==> src/rtl/lps_map.svh <==
// Register indexes, field positions, reset values, codes and timing for the primitive sequencer
`ifndef LPS_MAP_SVH
`define LPS_MAP_SVH
`define LPS_IDX_CTRL0 3'h0
`define LPS_IDX_PRIM 3'h1
`define LPS_IDX_IADDR_HI 3'h2
`define LPS_IDX_IADDR_LO 3'h3
`define LPS_IDX_BUSCFG 3'h4
`define LPS_IDX_RETRY 3'h5
`define LPS_PRIM_REQ_BIT 14
`define LPS_PRIM_PAV_BIT 6
`define LPS_CODE_HI 11
`define LPS_CODE_LO 8
`define LPS_PARAM_HI 3
`define LPS_PARAM_LO 0
`define LPS_CTRL0_STOP_BIT 2
`define LPS_CTRL0_TRANSP_BIT 3
`define LPS_CTRL0_INTEN_BIT 6
`define LPS_XID_ENABLE_BIT 15
`define LPS_CTRL0_RESET 16'h0004
`define LPS_RETRY_RESET 16'h3064
`define LPS_UP_STOP 4'h1
`define LPS_UP_INIT 4'h2
`define LPS_UP_START 4'h3
`define LPS_UP_CONN_REQ 4'h6
`define LPS_UP_CONN_RSP 4'h7
`define LPS_UP_RST_REQ 4'h8
`define LPS_UP_RST_RSP 4'h9
`define LPS_UP_XID_REQ 4'ha
`define LPS_UP_XID_RSP 4'hb
`define LPS_UP_TEST_RSP 4'hd
`define LPS_UP_DISC_REQ 4'he
`define LPS_PP_INIT_CONF 4'h2
`define LPS_PP_ERR_IND 4'h4
`define LPS_PP_CONN_IND 4'h6
`define LPS_PP_CONN_CONF 4'h7
`define LPS_PP_RST_IND 4'h8
`define LPS_PP_RST_CONF 4'h9
`define LPS_PP_XID_IND 4'ha
`define LPS_PP_XID_CONF 4'hb
`define LPS_PP_TEST_IND 4'hc
`define LPS_PP_DISC_IND 4'he
`define LPS_PP_DISC_CONF 4'hf
`define LPS_PARM_NONE 4'h0
`define LPS_PARM_RETRY 4'h1
`define LPS_PARM_FRMR 4'h2
`define LPS_PARM_INIT 4'h2
`define LPS_CTL_FLAG 8'h7e
`define LPS_CTL_SABM 8'h2f
`define LPS_CTL_PF 8'h10
`define LPS_CTL_UA 8'h63
`define LPS_CTL_DM 8'h0f
`define LPS_CTL_DISC 8'h43
`define LPS_CTL_XID 8'haf
`define LPS_CTL_TEST 8'he3
`define LPS_TICK_NS 1000
`define LPS_CLK_MHZ 125
`endif

==> src/rtl/lps_pkg.sv <==
// Types shared by the primitive sequencer modules
package lps_pkg;
  typedef enum logic [3:0] {
    LPS_STOPPED = 4'h0,
    LPS_INITING = 4'h1,
    LPS_DISC = 4'h3,
    LPS_CONN_SENT = 4'h2,
    LPS_INFO = 4'h6,
    LPS_RESET_SENT = 4'h7,
    LPS_DISC_SENT = 4'h5,
    LPS_CONN_IND = 4'h4,
    LPS_RST_IND = 4'hc
  } lps_state_t;
  typedef enum logic [2:0] {
    LPS_RX_SABM = 3'h0,
    LPS_RX_UA = 3'h1,
    LPS_RX_DM = 3'h2,
    LPS_RX_DISC = 3'h3,
    LPS_RX_FRMR = 3'h4,
    LPS_RX_XID = 3'h5,
    LPS_RX_TEST = 3'h6,
    LPS_RX_OTHER = 3'h7
  } lps_rxkind_t;
endpackage : lps_pkg

==> src/rtl/lps_txq_if.sv <==
// Frame request channel from the sequencer to the line serializer
`timescale 1ns/10ps
interface lps_txq_if;
  logic run;
  logic req;
  logic [7:0] ctl;
  logic taken;
  modport seq (output run, output req, output ctl, input taken);
  modport ser (input run, input req, input ctl, output taken);
endinterface : lps_txq_if

==> src/rtl/lps_sequencer.sv <==
// Primitive sequencer: register slave, link state machine, retry timing
// What this block does
// - Init command fetches block from init address
// - Init done posts confirmation; host clears valid
// - Start makes line send flags continuously
// - Connect sends SABM, retries, reports exhaustion
// - UA to SABM gives connect confirmation
// - Disconnect sends DM or DISC by parameter
// - Received SABM indicates; connect response sends UA
// - Host refuses connect with disconnect request
// - Ownership returned on ack, transparent on send
// - Disconnect success confirms, enters disconnected state
// - Reset sends SABM; UA gives reset confirmation
// - Failed reset reports disconnect with reason
// - Remote reset indicated; host responds or disconnects
// - FRMR reports error, stores information field
// - XID request sends buffer, confirms remote reply
// - Received XID/TEST indicated; host responds
// - XID disabled: XID/TEST silently refused
// - Stop halts line, sets stop, disables interrupts
//
// Implementation choices: register access over Wishbone and the address map.
`timescale 1ns/10ps
`include "lps_map.svh"
module lps_sequencer #(
  parameter int RETRY_W = 12,
  parameter int TICK_CYCLES = (`LPS_TICK_NS * `LPS_CLK_MHZ) / 1000
) (
  // Clock and reset
  input wire logic ref_clk,
  input wire logic rst_b,
  // Wishbone slave
  input wire logic wb_cyc_i,
  input wire logic wb_stb_i,
  input wire logic wb_we_i,
  input wire logic [7:0] wb_adr_i,
  input wire logic [3:0] wb_sel_i,
  input wire logic [31:0] wb_dat_i,
  output logic [31:0] wb_dat_o,
  output logic wb_ack_o,
  // Initialization block fetch
  output logic initFetch,
  output logic [23:0] initAddr,
  input wire logic initDone,
  // Received frames from the framer
  input wire logic rxFrameValid,
  input wire logic [2:0] rxFrameKind,
  output logic rxReady,
  // Descriptor ownership
  input wire logic txFrameDone,
  input wire logic txFrameAcked,
  output logic txOwnClear,
  output logic rxFrmrStore,
  output logic xidRxStore,
  // Line
  output logic txDataPin
);
  generate
    if (TICK_CYCLES < 1 || TICK_CYCLES > 4096) begin : gBadTick
      $error("lps_sequencer tick count out of range");
    end
    if (RETRY_W < 1 || RETRY_W > 12) begin : gBadRetry
      $error("lps_sequencer retry field is 12 bits at most");
    end
  endgenerate

  localparam logic [12:0] TICK_LAST = 13'(TICK_CYCLES - 1);

  lps_txq_if txq ();
  lps_pkg::lps_state_t state;

  logic [15:0] ctrl0;
  logic [15:0] iaddrHi;
  logic [15:0] iaddrLo;
  logic [15:0] busCfg;
  logic [15:0] retryCfg;
  logic primPav;
  logic [3:0] primCode;
  logic [3:0] primParam;
  logic pendValid;
  logic [3:0] pendCode;
  logic [3:0] pendParam;
  logic postStb;
  logic [3:0] postCode;
  logic [3:0] postParam;
  logic txPend;
  logic [7:0] txCtl;
  logic xidWait;
  logic [12:0] tickCnt;
  logic [RETRY_W-1:0] t1Cnt;
  logic t1Expired;
  logic t1Restart;
  logic [3:0] sentCount;
  logic running;
  logic wbHit;
  logic wbWr;
  logic cmdValid;
  logic [3:0] cmdCode;
  logic [3:0] cmdParam;
  logic rxTake;
  logic xid_enable;

  ////////////////////////////////////////////////////////////////////////////
  // Register decode helpers
  function automatic logic regMapped(input logic [7:0] adr);
    regMapped = (adr[7:5] == 3'h0) && (adr[4:2] <= `LPS_IDX_RETRY);
  endfunction : regMapped

  function automatic logic [15:0] mergeSel(input logic [15:0] old, input logic [31:0] dat,
                                           input logic [3:0] sel);
    mergeSel = {sel[1] ? dat[15:8] : old[15:8], sel[0] ? dat[7:0] : old[7:0]};
  endfunction : mergeSel

  function automatic logic isReg(input logic [7:0] adr, input logic [2:0] idx);
    isReg = regMapped(adr) && (adr[4:2] == idx);
  endfunction : isReg

  assign wbHit = wb_cyc_i && wb_stb_i;
  // Writes land on the edge where the master sees ack
  assign wbWr = wbHit && wb_we_i && wb_ack_o;
  assign cmdValid = wbWr && isReg(wb_adr_i, `LPS_IDX_PRIM) && (wb_sel_i[1:0] == 2'h3)
                    && wb_dat_i[`LPS_PRIM_REQ_BIT];
  assign cmdCode = wb_dat_i[`LPS_CODE_HI:`LPS_CODE_LO];
  assign cmdParam = wb_dat_i[`LPS_PARAM_HI:`LPS_PARAM_LO];
  assign running = (state != lps_pkg::LPS_STOPPED) && (state != lps_pkg::LPS_INITING);
  assign rxTake = rxFrameValid && rxReady;
  assign xid_enable = iaddrHi[`LPS_XID_ENABLE_BIT];

  ////////////////////////////////////////////////////////////////////////////
  // Bus slave: one wait state, unmapped addresses answer zero
  always_ff @(posedge ref_clk) begin
    if (!rst_b) begin
      wb_ack_o <= 1'b0;
      wb_dat_o <= 32'h0;
    end else begin
      wb_ack_o <= wbHit && !wb_ack_o;
      wb_dat_o <= 32'h0;
      if (wbHit && !wb_ack_o && regMapped(wb_adr_i)) begin
        unique case (wb_adr_i[4:2])
          `LPS_IDX_CTRL0: wb_dat_o <= {16'h0, ctrl0};
          `LPS_IDX_PRIM: begin
            wb_dat_o[`LPS_CODE_HI:`LPS_CODE_LO] <= primCode;
            wb_dat_o[`LPS_PRIM_PAV_BIT] <= primPav;
            wb_dat_o[`LPS_PARAM_HI:`LPS_PARAM_LO] <= primParam;
          end
          `LPS_IDX_IADDR_HI: wb_dat_o <= {16'h0, iaddrHi};
          `LPS_IDX_IADDR_LO: wb_dat_o <= {16'h0, iaddrLo};
          `LPS_IDX_BUSCFG: wb_dat_o <= {16'h0, busCfg};
          default: wb_dat_o <= {16'h0, retryCfg};
        endcase
      end
    end
  end

  // Host-owned setup registers
  always_ff @(posedge ref_clk) begin
    if (!rst_b) begin
      iaddrHi <= 16'h0;
      iaddrLo <= 16'h0;
      busCfg <= 16'h0;
      retryCfg <= `LPS_RETRY_RESET;
    end else if (wbWr) begin
      if (isReg(wb_adr_i, `LPS_IDX_IADDR_HI)) iaddrHi <= mergeSel(iaddrHi, wb_dat_i, wb_sel_i);
      if (isReg(wb_adr_i, `LPS_IDX_IADDR_LO)) iaddrLo <= mergeSel(iaddrLo, wb_dat_i, wb_sel_i);
      if (isReg(wb_adr_i, `LPS_IDX_BUSCFG)) busCfg <= mergeSel(busCfg, wb_dat_i, wb_sel_i);
      if (isReg(wb_adr_i, `LPS_IDX_RETRY)) retryCfg <= mergeSel(retryCfg, wb_dat_i, wb_sel_i);
    end
  end

  // Control word; stop status is hardware owned and wins over software
  always_ff @(posedge ref_clk) begin
    if (!rst_b) begin
      ctrl0 <= `LPS_CTRL0_RESET;
    end else begin
      if (wbWr && isReg(wb_adr_i, `LPS_IDX_CTRL0)) begin
        ctrl0[`LPS_CTRL0_INTEN_BIT] <= wb_dat_i[`LPS_CTRL0_INTEN_BIT];
        ctrl0[`LPS_CTRL0_TRANSP_BIT] <= wb_dat_i[`LPS_CTRL0_TRANSP_BIT];
      end
      if (cmdValid && cmdCode == `LPS_UP_STOP) begin
        ctrl0[`LPS_CTRL0_STOP_BIT] <= 1'b1;
        ctrl0[`LPS_CTRL0_INTEN_BIT] <= 1'b0;
      end else if (cmdValid && cmdCode == `LPS_UP_START && state == lps_pkg::LPS_STOPPED) begin
        ctrl0[`LPS_CTRL0_STOP_BIT] <= 1'b0;
      end
    end
  end

  ////////////////////////////////////////////////////////////////////////////
  // Provider slot: one event may wait behind a posted primitive
  always_ff @(posedge ref_clk) begin
    if (!rst_b) begin
      primPav <= 1'b0;
      primCode <= 4'h0;
      primParam <= 4'h0;
      pendValid <= 1'b0;
      pendCode <= 4'h0;
      pendParam <= 4'h0;
    end else begin
      if (wbWr && isReg(wb_adr_i, `LPS_IDX_PRIM) && !wb_dat_i[`LPS_PRIM_REQ_BIT]
          && wb_dat_i[`LPS_PRIM_PAV_BIT]) begin
        primPav <= 1'b0;
      end
      if (postStb) begin
        pendValid <= 1'b1;
        pendCode <= postCode;
        pendParam <= postParam;
      end else if (pendValid && !primPav) begin
        // Posting overrides a clear in the same cycle
        primPav <= 1'b1;
        primCode <= pendCode;
        primParam <= pendParam;
        pendValid <= 1'b0;
      end
    end
  end

  // Frames are only accepted while an indication can be queued
  always_ff @(posedge ref_clk) begin
    if (!rst_b) begin
      rxReady <= 1'b0;
    end else begin
      rxReady <= running && !pendValid && !postStb && !rxTake;
    end
  end

  ////////////////////////////////////////////////////////////////////////////
  // Retry timer in ticks of a microsecond
  always_ff @(posedge ref_clk) begin
    if (!rst_b) begin
      tickCnt <= 13'h0;
      t1Cnt <= '0;
      t1Expired <= 1'b0;
    end else begin
      t1Expired <= 1'b0;
      if (t1Restart) begin
        tickCnt <= 13'h0;
        t1Cnt <= retryCfg[RETRY_W-1:0];
      end else if ((state == lps_pkg::LPS_CONN_SENT || state == lps_pkg::LPS_RESET_SENT
                   || state == lps_pkg::LPS_DISC_SENT) && !rxTake && !cmdValid) begin
        if (tickCnt == TICK_LAST) begin
          tickCnt <= 13'h0;
          if (t1Cnt <= RETRY_W'(1)) begin
            t1Expired <= 1'b1;
            t1Cnt <= retryCfg[RETRY_W-1:0];
          end else begin
            t1Cnt <= t1Cnt - RETRY_W'(1);
          end
        end else begin
          tickCnt <= tickCnt + 13'h1;
        end
      end
    end
  end

  ////////////////////////////////////////////////////////////////////////////
  // Descriptor ownership return
  always_ff @(posedge ref_clk) begin
    if (!rst_b) begin
      txOwnClear <= 1'b0;
    end else begin
      txOwnClear <= running && (ctrl0[`LPS_CTRL0_TRANSP_BIT] ? txFrameDone : txFrameAcked);
    end
  end

  ////////////////////////////////////////////////////////////////////////////
  // Link state machine
  always_ff @(posedge ref_clk) begin
    if (!rst_b) begin
      state <= lps_pkg::LPS_STOPPED;
      postStb <= 1'b0;
      postCode <= 4'h0;
      postParam <= 4'h0;
      txPend <= 1'b0;
      txCtl <= `LPS_CTL_FLAG;
      xidWait <= 1'b0;
      sentCount <= 4'h0;
      t1Restart <= 1'b0;
      initFetch <= 1'b0;
      initAddr <= 24'h0;
      rxFrmrStore <= 1'b0;
      xidRxStore <= 1'b0;
    end else begin
      postStb <= 1'b0;
      t1Restart <= 1'b0;
      initFetch <= 1'b0;
      rxFrmrStore <= 1'b0;
      xidRxStore <= 1'b0;
      if (txq.taken) txPend <= 1'b0;
      if (cmdValid && cmdCode == `LPS_UP_STOP) begin
        state <= lps_pkg::LPS_STOPPED;
        txPend <= 1'b0;
        xidWait <= 1'b0;
      end else if (cmdValid && cmdCode == `LPS_UP_INIT && !running) begin
        initAddr <= {iaddrHi[7:0], iaddrLo};
        initFetch <= 1'b1;
        state <= lps_pkg::LPS_INITING;
      end else if (state == lps_pkg::LPS_INITING) begin
        if (initDone) begin
          postStb <= 1'b1;
          postCode <= `LPS_PP_INIT_CONF;
          postParam <= `LPS_PARM_INIT;
          state <= lps_pkg::LPS_STOPPED;
        end
      end else if (cmdValid && cmdCode == `LPS_UP_START && state == lps_pkg::LPS_STOPPED) begin
        state <= lps_pkg::LPS_DISC;
      end else if (cmdValid && running) begin
        unique case (cmdCode)
          `LPS_UP_CONN_REQ: begin
            txPend <= 1'b1;
            txCtl <= `LPS_CTL_SABM | `LPS_CTL_PF;
            sentCount <= 4'h1;
            t1Restart <= 1'b1;
            state <= lps_pkg::LPS_CONN_SENT;
          end
          `LPS_UP_CONN_RSP: begin
            if (state == lps_pkg::LPS_CONN_IND) begin
              txPend <= 1'b1;
              txCtl <= `LPS_CTL_UA;
              state <= lps_pkg::LPS_INFO;
            end
          end
          `LPS_UP_RST_REQ, `LPS_UP_RST_RSP: begin
            txPend <= 1'b1;
            if (state == lps_pkg::LPS_RST_IND && cmdCode == `LPS_UP_RST_RSP) begin
              txCtl <= `LPS_CTL_UA;
              state <= lps_pkg::LPS_INFO;
            end else begin
              txCtl <= `LPS_CTL_SABM | `LPS_CTL_PF;
              sentCount <= 4'h1;
              t1Restart <= 1'b1;
              state <= lps_pkg::LPS_RESET_SENT;
            end
          end
          `LPS_UP_XID_REQ: begin
            if (xid_enable) begin
              txPend <= 1'b1;
              txCtl <= `LPS_CTL_XID | `LPS_CTL_PF;
              xidWait <= 1'b1;
            end
          end
          `LPS_UP_XID_RSP, `LPS_UP_TEST_RSP: begin
            txPend <= 1'b1;
            txCtl <= (cmdCode == `LPS_UP_XID_RSP) ? `LPS_CTL_XID : `LPS_CTL_TEST;
          end
          `LPS_UP_DISC_REQ: begin
            txPend <= 1'b1;
            xidWait <= 1'b0;
            if (cmdParam == 4'h1) begin
              txCtl <= `LPS_CTL_DISC;
              sentCount <= 4'h1;
              t1Restart <= 1'b1;
              state <= lps_pkg::LPS_DISC_SENT;
            end else begin
              txCtl <= `LPS_CTL_DM;
              state <= lps_pkg::LPS_DISC;
            end
          end
          default: begin
          end
        endcase
      end else if (t1Expired && !txPend && !rxTake) begin
        if (sentCount >= retryCfg[15:12]) begin
          postStb <= 1'b1;
          postCode <= `LPS_PP_DISC_IND;
          postParam <= `LPS_PARM_RETRY;
          state <= lps_pkg::LPS_DISC;
        end else begin
          txPend <= 1'b1;
          txCtl <= (state == lps_pkg::LPS_DISC_SENT) ? `LPS_CTL_DISC : (`LPS_CTL_SABM | `LPS_CTL_PF);
          sentCount <= sentCount + 4'h1;
        end
      end else if (rxTake) begin
        unique case (lps_pkg::lps_rxkind_t'(rxFrameKind))
          lps_pkg::LPS_RX_SABM: begin
            postStb <= 1'b1;
            postParam <= `LPS_PARM_NONE;
            if (state == lps_pkg::LPS_INFO) begin
              postCode <= `LPS_PP_RST_IND;
              state <= lps_pkg::LPS_RST_IND;
            end else begin
              postCode <= `LPS_PP_CONN_IND;
              state <= lps_pkg::LPS_CONN_IND;
            end
          end
          lps_pkg::LPS_RX_UA: begin
            postParam <= `LPS_PARM_NONE;
            if (state == lps_pkg::LPS_CONN_SENT) begin
              postStb <= 1'b1;
              postCode <= `LPS_PP_CONN_CONF;
              state <= lps_pkg::LPS_INFO;
            end else if (state == lps_pkg::LPS_RESET_SENT) begin
              postStb <= 1'b1;
              postCode <= `LPS_PP_RST_CONF;
              state <= lps_pkg::LPS_INFO;
            end else if (state == lps_pkg::LPS_DISC_SENT) begin
              postStb <= 1'b1;
              postCode <= `LPS_PP_DISC_CONF;
              state <= lps_pkg::LPS_DISC;
            end
          end
          lps_pkg::LPS_RX_DM, lps_pkg::LPS_RX_DISC: begin
            postParam <= `LPS_PARM_NONE;
            if (rxFrameKind == 3'(lps_pkg::LPS_RX_DISC)) begin
              txPend <= 1'b1;
              txCtl <= `LPS_CTL_UA;
            end
            if (state == lps_pkg::LPS_DISC_SENT) begin
              postStb <= 1'b1;
              postCode <= `LPS_PP_DISC_CONF;
            end else if (state != lps_pkg::LPS_DISC) begin
              postStb <= 1'b1;
              postCode <= `LPS_PP_DISC_IND;
            end
            state <= lps_pkg::LPS_DISC;
          end
          lps_pkg::LPS_RX_FRMR: begin
            postStb <= 1'b1;
            postCode <= `LPS_PP_ERR_IND;
            postParam <= `LPS_PARM_FRMR;
            rxFrmrStore <= 1'b1;
          end
          lps_pkg::LPS_RX_XID, lps_pkg::LPS_RX_TEST: begin
            if (xid_enable) begin
              postStb <= 1'b1;
              postParam <= `LPS_PARM_NONE;
              xidRxStore <= 1'b1;
              if (rxFrameKind == 3'(lps_pkg::LPS_RX_TEST)) begin
                postCode <= `LPS_PP_TEST_IND;
              end else if (xidWait) begin
                postCode <= `LPS_PP_XID_CONF;
                xidWait <= 1'b0;
              end else begin
                postCode <= `LPS_PP_XID_IND;
              end
            end
            // Disabled: dropped without any indication
          end
          default: begin
          end
        endcase
      end
    end
  end

  assign txq.run = running;
  assign txq.req = txPend;
  assign txq.ctl = txCtl;

  lps_frame_tx #(
    .OCTET_W(8)
  ) uFrameTx (
    .ref_clk(ref_clk),
    .rst_b(rst_b),
    .txq(txq),
    .txDataPin(txDataPin)
  );
endmodule : lps_sequencer

==> src/rtl/lps_frame_tx.sv <==
// Line serializer: idle flags, one control octet per frame, line held high when stopped
`timescale 1ns/10ps
`include "lps_map.svh"
module lps_frame_tx #(
  parameter int OCTET_W = 8
) (
  // Clock and reset
  input wire logic ref_clk,
  input wire logic rst_b,
  // Frame requests
  lps_txq_if.ser txq,
  // Line
  output logic txDataPin
);
  generate
    if (OCTET_W != 8) begin : gBadWidth
      $error("lps_frame_tx serves octets only");
    end
  endgenerate

  logic [OCTET_W-1:0] shifter;
  logic [2:0] bitCnt;

  ////////////////////////////////////////////////////////////////////////////
  // No zero insertion here: octets are sent as given, flags between frames
  always_ff @(posedge ref_clk) begin
    if (!rst_b) begin
      shifter <= `LPS_CTL_FLAG;
      bitCnt <= 3'h0;
      txDataPin <= 1'b1;
      txq.taken <= 1'b0;
    end else if (!txq.run) begin
      // Stop aborts any octet on the line at once
      shifter <= `LPS_CTL_FLAG;
      bitCnt <= 3'h0;
      txDataPin <= 1'b1;
      txq.taken <= 1'b0;
    end else begin
      txDataPin <= shifter[0];
      txq.taken <= 1'b0;
      if (bitCnt == 3'h7) begin
        bitCnt <= 3'h0;
        if (txq.req && !txq.taken) begin
          shifter <= txq.ctl;
          txq.taken <= 1'b1;
        end else begin
          shifter <= `LPS_CTL_FLAG;
        end
      end else begin
        bitCnt <= bitCnt + 3'h1;
        shifter <= {1'b0, shifter[OCTET_W-1:1]};
      end
    end
  end
endmodule : lps_frame_tx

==> config.mk <==
export PLATFORM = sky130hd
export DESIGN_NAME = lps_sequencer
export DESIGN_NICKNAME = d
export VERILOG_FILES = /design/src/rtl/lps_pkg.sv /design/src/rtl/lps_txq_if.sv /design/src/rtl/lps_sequencer.sv /design/src/rtl/lps_frame_tx.sv
export VERILOG_INCLUDE_DIRS = /design/src /design/src/rtl
export SDC_FILE = /design/constraint.sdc
export NUM_CORES = 1
export LEC_CHECK = 0
export BUFFER_PORTS_ARGS = -buffer_cell sky130_fd_sc_hd__buf_2
export CAP_MARGIN = 0
export CORE_MARGIN = 4
export CORE_UTILIZATION = 35
export CTS_CLUSTER_DIAMETER = 40
export DETAILED_ROUTE_END_ITERATION = 7
export MAX_ROUTING_LAYER = met4
export SKIP_LAST_GASP = 1
export SYNTH_ARGS = -nofsm -noshare
export SYNTH_HDL_FRONTEND = slang
export SYNTH_SLANG_ARGS = --single-unit
==> constraint.sdc <==
create_clock -name ref_clk -period 2.9 [get_ports ref_clk]
set_input_delay 0.29 -clock ref_clk [delete_from_list [all_inputs] [get_ports ref_clk]]
set_output_delay 0.29 -clock ref_clk [all_outputs]
set_load 0.05 [all_outputs]
# Word level (Yosys, flattened, before mapping)
# Index checks and enable logic that the tools add are counted.
totals:
  rom_bits: 0
  output_inout_bits: 63
  mem_bits_rw: 0
  latch_bits: 0
  inputBits: 56
  word_cells: 356
  memories: 0
  regBits: 214
op_classes:
  div_mod_pow: 0
  n_reduce_logical: 109
  eq_ne: 63
  n_addsub: 4
  n_mux: 122
  shift: 0
  bitwise_logic: 12
  multipliers: 0
  order_cmp: 3
op_table:
  columns: ["cell", "n"]
  rows:
  - ["$mux 4", 38]
  - ["$mux 8", 8]
  - ["$pmux 4 s5", 3]
  - ["$mux 12", 4]
  - ["$pmux 8 s6", 1]
  - ["$mux 1", 47]
  - ["$mux 7", 6]
  - ["$logic_and 1x1->1", 37]
  - ["$pmux 4 s3", 3]
  - ["$pmux 4 s4", 2]
  - ["$eq 4x4->1 const B", 7]
  - ["$reduce_and 3->1", 9]
  - ["$eq 4x3->1 const B", 6]
  - ["$reduce_and 11->1", 2]
  - ["$eq 3x3->1 const B", 6]
  - ["$ne 3x3->1 const B", 6]
  - ["$reduce_and 9->1", 2]
  - ["$reduce_or 2->1", 8]
  - ["$ne 2x2->1 const B", 7]
  - ["$reduce_and 7->1", 2]
  - ["$reduce_bool 2->1", 7]
  - ["$reduce_bool 7->1", 2]
  - ["$add 13x1->13 const B", 1]
  - ["$eq 13x7->1 const B", 1]
  - ["other kinds (50)", 98]

# Depth between registers and ports, before layout
# Gate-level depths: netlist of the first run.
logic_depth:
  word_depth: 11
  mapped_depth: 10
  ltp_nobuf: 8

# Hierarchy
# Synthesis of the first run repeated with hierarchy kept, for this count alone.
unflattened:
  hier_cells: 1068
  hier_area_um2: 9041.2
by_module_without_submodules:
  columns: ["mod", "cells_per_inst", "area_per_inst_um2", "instances", "seq_area_each_um2"]
  rows:
  - ["lps_sequencer", 1032, 8605.8, 1, 3543.4]
  - ["lps_frame_tx", 36, 435.4, 1, 260.2]

# Worst setup path after synthesis of the first run
# OpenSTA, ideal clock, no wires.
synth_timing:
  path_type: "register to register"
  start: "register sentCount[0]"
  end: "register sentCount[3]"
  path_stages_with_launch: 9
  setup_time_ns: 0.070
  slack_ns: 0.520
  required_time_ns: 2.830
  synth_period_minus_slack_ns: 2.380
  arrival_ns: 2.310
  cell_sequence: "dfxtp_1 > inv_1 > ha_1 > nand2b_1 > a2111oi_1 > o21ai_2 > o21a_4 > or4_1 > a21oi_1"
synth_between:
  elab_chain_len: 4
  elab_cells_between_ends: 7
  cone_classes: "add/sub (1); order compare (1); eq/ne (1); mux (3); reduce/logical (1)"
synth_rtl:
  columns: ["item", "line", "text"]
  rows:
  - ["from (decl)", "lps_sequencer.sv:93", "logic [3:0] sentCount;"]
  - ["from (signal assigned)", "lps_sequencer.sv:370", "sentCount <= sentCount + 4'h1;"]
  - ["$add 4x1->4", "lps_sequencer.sv:370", null]
  - ["$mux 4", "lps_sequencer.sv:362", "if (sentCount >= retryCfg[15:12]) begin"]
  - ["$mux 4", "lps_sequencer.sv:361", "end else if (t1Expired && !txPend && !rxTake) begin"]
  - ["$mux 4", "lps_sequencer.sv:306", "end else if (cmdValid && running) begin"]
# Several ways; a longest one is shown, not always the timed one. The select of a mux whose other input is x is not followed.
# A chain may end at the register's enable or synchronous reset.

# Final worst setup path of the first run
# Same ends and word-level chain as after synthesis.

==> key figures, run 1 <==
Status
  • Status: complete, no violations

Floorplan
  • Die Footprint: 29000 um^2
  • Std cell rows: 59
  • Die Wd: 170 um
  • Core area: 26000 um^2
  • Die H: 170 um
  • Initial Util: 35.5%
  • IO Count: 119

GRT
  • Largest net degree at the start of global routing: 71
  • Global-route wire length before repair: 44.2 mm
  • Vias in the first global route: 7917
  • Initial antenna violation count: 0
  • Overall Global Routing Usage: 19.6%
  • Grt ovf: 0

Logic synthesis
  • Post-synth EDFFs: 0
  • Area contributors post-synth: dfxtp_1 (41%), nand2_1 (6.4%), mux2i_1 (6.2%)
  • Distinct cells, synth: 84
  • Warnings from Yosys: 0
  • Ys async rst share: 0%
  • Seq cells post-synth: 190
  • Synth Cell Area: 9220 um^2
  • Mapped Avg Cell Area: 8.12 um^2
  • Mapped Cells: 1135
  • Top FF cell, synth: dfxtp_1
  • Dominant cell type by area after synthesis: dfxtp_1
  • Seq/Total Area, Yosys: 41.3%
  • Post-synth top area share: 41.3%

Layout
  • Most common cell after layout, fill and taps aside: dfxtp_1
  • ANT cells: 0
  • Final core utilization: 40.5%
  • Area delta synth->final: 14.2%
  • Fin area: 10500 um^2
  • NumNets Final: 1265
  • Most frequent cells in the layout: dfxtp_1 (190), nand2_1 (156), nor2_1 (129)
  • Finished Layout Cells: 1546
  • Fraction of layout cells with a size suffix above 1: 14.6%

Setup path
  • Critical path cell sequence: inv_1, ha_1, nand2b_1, a2111oi_1, buf_4, o21ai_2, o21a_4, or4_1, a21oi_1
  • Critical path class: flip-flop to flip-flop
  • CP Capture Type: flip-flop
  • Crit path max fanout: 6
  • Reg2reg start: sentCount[0]
  • Required @ worst endpoint: 3270 ps
  • Reg2Reg Depth: 9
  • Slowest stage delay, CP: 470 ps
  • RR Endpoint: sentCount[3]
  • Crit path from: sentCount[0]
  • Reg2reg setup slack: 290 ps
  • Crit path to: sentCount[3]
  • CP Data Arrival Time: 2980 ps
  • Critical path depth: 9
  • CP max stage cell: or4_1
  • Delay-heaviest family, CP: compound AO/OA/AOI/OAI gates
  • Crit path buf inv count: 2
  • Startpoint Class: flip-flop

STA
  • Final setup viols: 0
  • Fmax: 383 MHz
  • Final hold slack: 80.9 ps
  • Slew @ Worst Pin: 793 ps
  • Final hold violations: 0
  • Final Critical Period: 2610 ps
  • RSZ-0062 raised after global routing: false
  • Fin Setup TNS: 0 ps
  • Tcrit/Tclk final: 90.0%
  • Clk_skew: 14.0 ps
  • Final Slew Violations: 0
  • Setup ws final: 290 ps
  • Max-slew headroom: 47.2%

Clocking
  • Setup Buffers After CTS: 0
  • Clk root buf: clkbuf_16
  • Num CTS Buffers: 17
  • CTS tree: built
  • Clk buf depth: 2
  • Clk_lat worst skew: 450 ps
  • Gates resized, CTS repair: 0
  • Clock sink total: 190
  • H-tree depth: 4
  • Clock-pin slew on the worst setup and hold paths: 80 ps
  • CTS Hold Bufs: 0

Power and ir drop
  • Int Pwr: 3.97 mW
  • Seq pwr share: 47.3%
  • Gate power share: 9.4%
  • NetSw: 1.64 mW
  • Peak VDD IR: 318 uV
  • Final Power: 5.60 mW
  • Leak: 4.11 nW
  • Pwr dens: 532 nW/um^2
  • Sw Share: 29.2%
  • Clock Power Share: 43.2%

Placement
  • GP Congestion: 0.973
  • Pre-CTS setup slack: 258 ps
  • Number of port buffers: 82
  • Cell Count Post-Placement: 1514
  • Placed cell areas: 9920 um^2
  • HPWL after detailed placement: 20.1 mm

Route
  • Via count: 8489
  • DRC violations left: 0
  • DR iter-0 viols: 804
  • Routed WL: 28.0 mm
  • Pre-antenna DRT Iters: 6
  • ANT nets after route: 0
  • Vias per inst: 5.49
  • Detailed-route wire length per cell: 18.1 um

Flow run
  • Max-cap viol count: 0

Worst hold path
  • Worst hold path type: input pin to flip-flop
==> worst min-delay path by stage <==
stage | startpoint | end | depth (start not counted)
2_1_floorplan | uFrameTx.shifter[0] | uFrameTx.txDataPin | 1
3_3_place_gp | uFrameTx.shifter[2] | uFrameTx.shifter[1] | 1
3_5_place_dp | uFrameTx.shifter[2] | uFrameTx.shifter[1] | 1
4_1_cts | txFrameAcked | txOwnClear | 3
5_1_grt | wb_stb_i | wb_ack_o | 3
6_report | txFrameAcked | txOwnClear | 3
==> flip-flops by register name, summed over array words and instances, names as in the netlist, 3 cells and up <==
register / cells
t1Cnt: 12
postCode: 4
iaddrLo: 16
busCfg: 16
txCtl: 6
tickCnt: 13
retryCfg: 16
uFrameTx.bitCnt: 3
uFrameTx.shifter: 8
iaddrHi: 16
ctrl0: 3
primCode: 4
wb_dat_o: 16
sentCount: 4
state: 4
initAddr: 24
pendCode: 4
==> final cells by class <==
type / instances / area, um^2
fill: 2651 / 15500
clock inverter: 15 / 181
timing repair buffer: 118 / 681
multi-input combinational: 848 / 4930
clock buffer: 17 / 425
inverter: 23 / 87.6
sequential: 190 / 3800
tap: 335 / 419
==> power by group through the flow <==
stage                     Combinational [mW]  Clock [mW]  Sequential (mW)
after floorplan                        0.375           0             2.71
after global placement                 0.519           0             2.71
after detailed placement               0.518           0             2.71
after CTS                              0.520        2.46             2.65
after global routing                   0.570        2.57             2.66
final                                  0.529        2.42             2.65
==> synthesized netlist by cell type (4+ instances only) <==
library cell	count
o31ai_1	5
xnor2_1	9
or2_2	4
o31a_1	4
mux2i_1	57
or4_1	4
buf_2	14
o22a_1	4
a21oi_1	106
nand3_1	57
a211oi_1	15
buf_4	23
inv_1	21
o211ai_1	8
o22ai_1	8
buf_1	5
nand2_1	156
o21ai_0	33
a21o_1	8
nand2b_1	7
a2111oi_0	5
clkbuf_1	44
nor3_1	35
o21a_1	8
mux2_2	4
nand4_1	8
nor4_1	6
o21ai_1	9
a221oi_1	10
nor2_1	130
ha_1	11
nor2b_1	16
or3_1	13
a311oi_1	4
dfxtp_1	190
and2_1	13
==> worst min-delay path, cell delays in order <==
cell     delay, ps
buf_2           70
mux2i_1         50
nor2_1          70
==> cell families (layout without fill, tap and decap cells) <==
group	count (synthesis)	count (layout)	share of synthesized area [%]
AO/OA/AOI/OAI	268	268	18.8
XOR/XNOR	12	12	1.14
adder cells (fa/ha/maj)	11	11	1.49
buffers and inverters	112	173	5.93
flip-flops	190	190	41.3
multiplexers	62	62	6.80
other	1	16	0.0407
AND/OR/NAND/NOR	479	479	24.5
==> per-layer routing <==
layer / track usage (%) / vias up / share of wire (%)
li1: - / 4120 / -
met1: 26.6 / 4031 / 46
met2: 30.5 / 302 / 46
met3: 3.55 / 36 / 6.3
met4: 4.97 / 0 / 1.7
met5: - / - / 0
(Power assumes the default switching activity.)
==> run 2: changes to the inputs <==
--- a/config.mk
+++ b/config.mk
@@ -8,12 +8,15 @@
 export LEC_CHECK = 0
 export BUFFER_PORTS_ARGS = -buffer_cell sky130_fd_sc_hd__buf_2
 export CAP_MARGIN = 0
+export CORE_ASPECT_RATIO = 0.5
 export CORE_MARGIN = 4
 export CORE_UTILIZATION = 35
 export CTS_CLUSTER_DIAMETER = 40
 export DETAILED_ROUTE_END_ITERATION = 7
 export MAX_ROUTING_LAYER = met4
+export SETUP_SLACK_MARGIN = 0.5
 export SKIP_LAST_GASP = 1
 export SYNTH_ARGS = -nofsm -noshare
 export SYNTH_HDL_FRONTEND = slang
 export SYNTH_SLANG_ARGS = --single-unit
+export TNS_END_PERCENT = 20
==> run 2 against run 1 <==
Effect of this change:
- register-to-register slack improved by 290 ps
- worst hold slack better by 7.0 ps
- clock-buffer cell count stayed put
- global-route usage is 0.60 points higher
==> key figures, run 2 (synthesized netlist as in run 1, its figures left out) <==
Status
  • Status: complete, no violations

Setup path
  • Critical path class: flip-flop to flip-flop
  • CP max stage cell: or4_1
  • Slowest stage delay, CP: 470 ps
  • CP Capture Type: flip-flop
  • Required @ worst endpoint: 3270 ps
  • Crit path max fanout: 6
  • Startpoint Class: flip-flop
  • CP Data Arrival Time: 2700 ps
  • Critical path cell sequence: inv_1, ha_1, a2111oi_4, buf_4, o21ai_2, o21a_4, or4_1, a21oi_1

Clocking
  • Clk_lat worst skew: 450 ps
  • Clock-pin slew on the worst setup and hold paths: 80 ps
  • Clock sink total: 190
  • CTS tree: built
  • CTS Hold Bufs: 0
  • Clk root buf: clkbuf_16
  • Clk buf depth: 2
  • Num CTS Buffers: 17
  • H-tree depth: 4

STA
  • Fin Setup TNS: 0 ps
  • Final hold violations: 0
  • Final Slew Violations: 0
  • Setup ws final: 576 ps
  • RSZ-0062 raised after global routing: true
  • Max-slew headroom: 45.2%
  • Final setup viols: 0
  • Clk_skew: 14.7 ps
  • Slew @ Worst Pin: 818 ps
  • Tcrit/Tclk final: 80.1%
  • Final Critical Period: 2320 ps
  • Fmax: 430 MHz
  • Final hold slack: 87.9 ps

GRT
  • Overall Global Routing Usage: 20.3%
  • Largest net degree at the start of global routing: 58
  • Global-route wire length before repair: 45.6 mm
  • Grt ovf: 0
  • Initial antenna violation count: 1
  • Vias in the first global route: 8073

Placement
  • Pre-CTS setup slack: 144 ps
  • Placed cell areas: 9960 um^2
  • Cell Count Post-Placement: 1527
  • HPWL after detailed placement: 20.4 mm
  • Number of port buffers: 82
  • GP Congestion: 0.942

Route
  • Via count: 8593
  • ANT nets after route: 0
  • Pre-antenna DRT Iters: 5
  • DR iter-0 viols: 985
  • Detailed-route wire length per cell: 18.1 um
  • Routed WL: 28.3 mm
  • DRC violations left: 0
  • Vias per inst: 5.50

Layout
  • Fin area: 10600 um^2
  • Fraction of layout cells with a size suffix above 1: 15.8%
  • Area delta synth->final: 15.2%
  • Fill cells: 2563
  • Top reg by flops: initAddr
  • Final core utilization: 41.6%
  • NumNets Final: 1270
  • Most common cell after layout, fill and taps aside: dfxtp_1
  • Max FFs per register: 24
  • Finished Layout Cells: 1561
  • Storage cell area: 3810 um^2
  • Most frequent cells in the layout: dfxtp_1 (186), nand2_1 (156), nor2_1 (127)
  • Multi-input logic area: 4970 um^2

Floorplan
  • Die Wd: 237 um
  • Std cell rows: 41
  • Core area: 25500 um^2
  • IO Count: 119
  • Die H: 123 um
  • Initial Util: 36.1%
  • Die Footprint: 29200 um^2

Flow run
  • Max-cap viol count: 0

Power and ir drop
  • Clock Power Share: 43.0%
  • Leak: 4.14 nW
  • Pwr dens: 525 nW/um^2
  • Sw Share: 28.0%
  • NetSw: 1.56 mW
  • Seq pwr share: 47.6%
  • Peak VDD IR: 344 uV
  • Gate power share: 9.4%
  • Int Pwr: 4.01 mW
  • Final Power: 5.58 mW

Worst hold path
  • Worst hold path type: input pin to flip-flop
run 2: cell types whose count changed in the layout (fill, tap and decap cells not counted), sizes merged:
cell	delta
diode	+1
buf	+5
clkinvlp	+1
bufinv	+1
inv	-3
clkinv	+1
run 2: final cells by class:
type | count | area share, %
Clock buffer | 17 | 4.01
Antenna cell | 1 | 0.0236
Timing Repair Buffer | 123 | 6.76
Clock inverter | 15 | 1.65
Multi-Input combinational cell | 848 | 46.8
Tap cell | 344 | 4.05
Sequential cell | 190 | 35.9
Inverter | 23 | 0.825
run 2: path summary, 6_finish.rpt:
kind	startpoint	to	cells past startpoint	slack, ps
worst max-delay path	retryCfg[13]	sentCount[3]	8	580
worst min register to register	uFrameTx.shifter[2]	uFrameTx.shifter[1]	1	420
worst min-delay path	txFrameAcked	txOwnClear	3	90
worst max register to register	retryCfg[13]	sentCount[3]	8	580
run 2: metal layers:
layer,track usage (%),routed length [um],vias to the layer above
met5,-,0,-
met4,4.92,450,0
met3,4.74,2520,35
met2,30.3,12300,345
met1,27.9,13100,4073
li1,-,-,4140
run 2: power groups by stage:
stage | clock network (mW) | logic, mW | registers, mW
global placement | 0 | 0.507 | 2.71
global route | 2.55 | 0.567 | 2.66
CTS | 2.44 | 0.514 | 2.65
floorplan | 0 | 0.375 | 2.71
finish | 2.40 | 0.525 | 2.66
detailed placement | 0 | 0.510 | 2.72
run 2: repair_timing:
item | 4_1_cts | 5_1_grt
gates resized for setup | 8 | 7
endpoints found under the setup margin | 23 | 33
setup buffers | 0 | 1
pin swaps | 0 | 2
gates cloned | 0 | 0
run 2: worst max-delay path, delay by kind of cell, from the launching register on:
family	cells	cell delay, ps
AOI/OAI and AO/OA	4	870
adders and majority gates	1	330
buffers and inverters	2	230
DFF	1	350
and+or+nand+nor	1	470
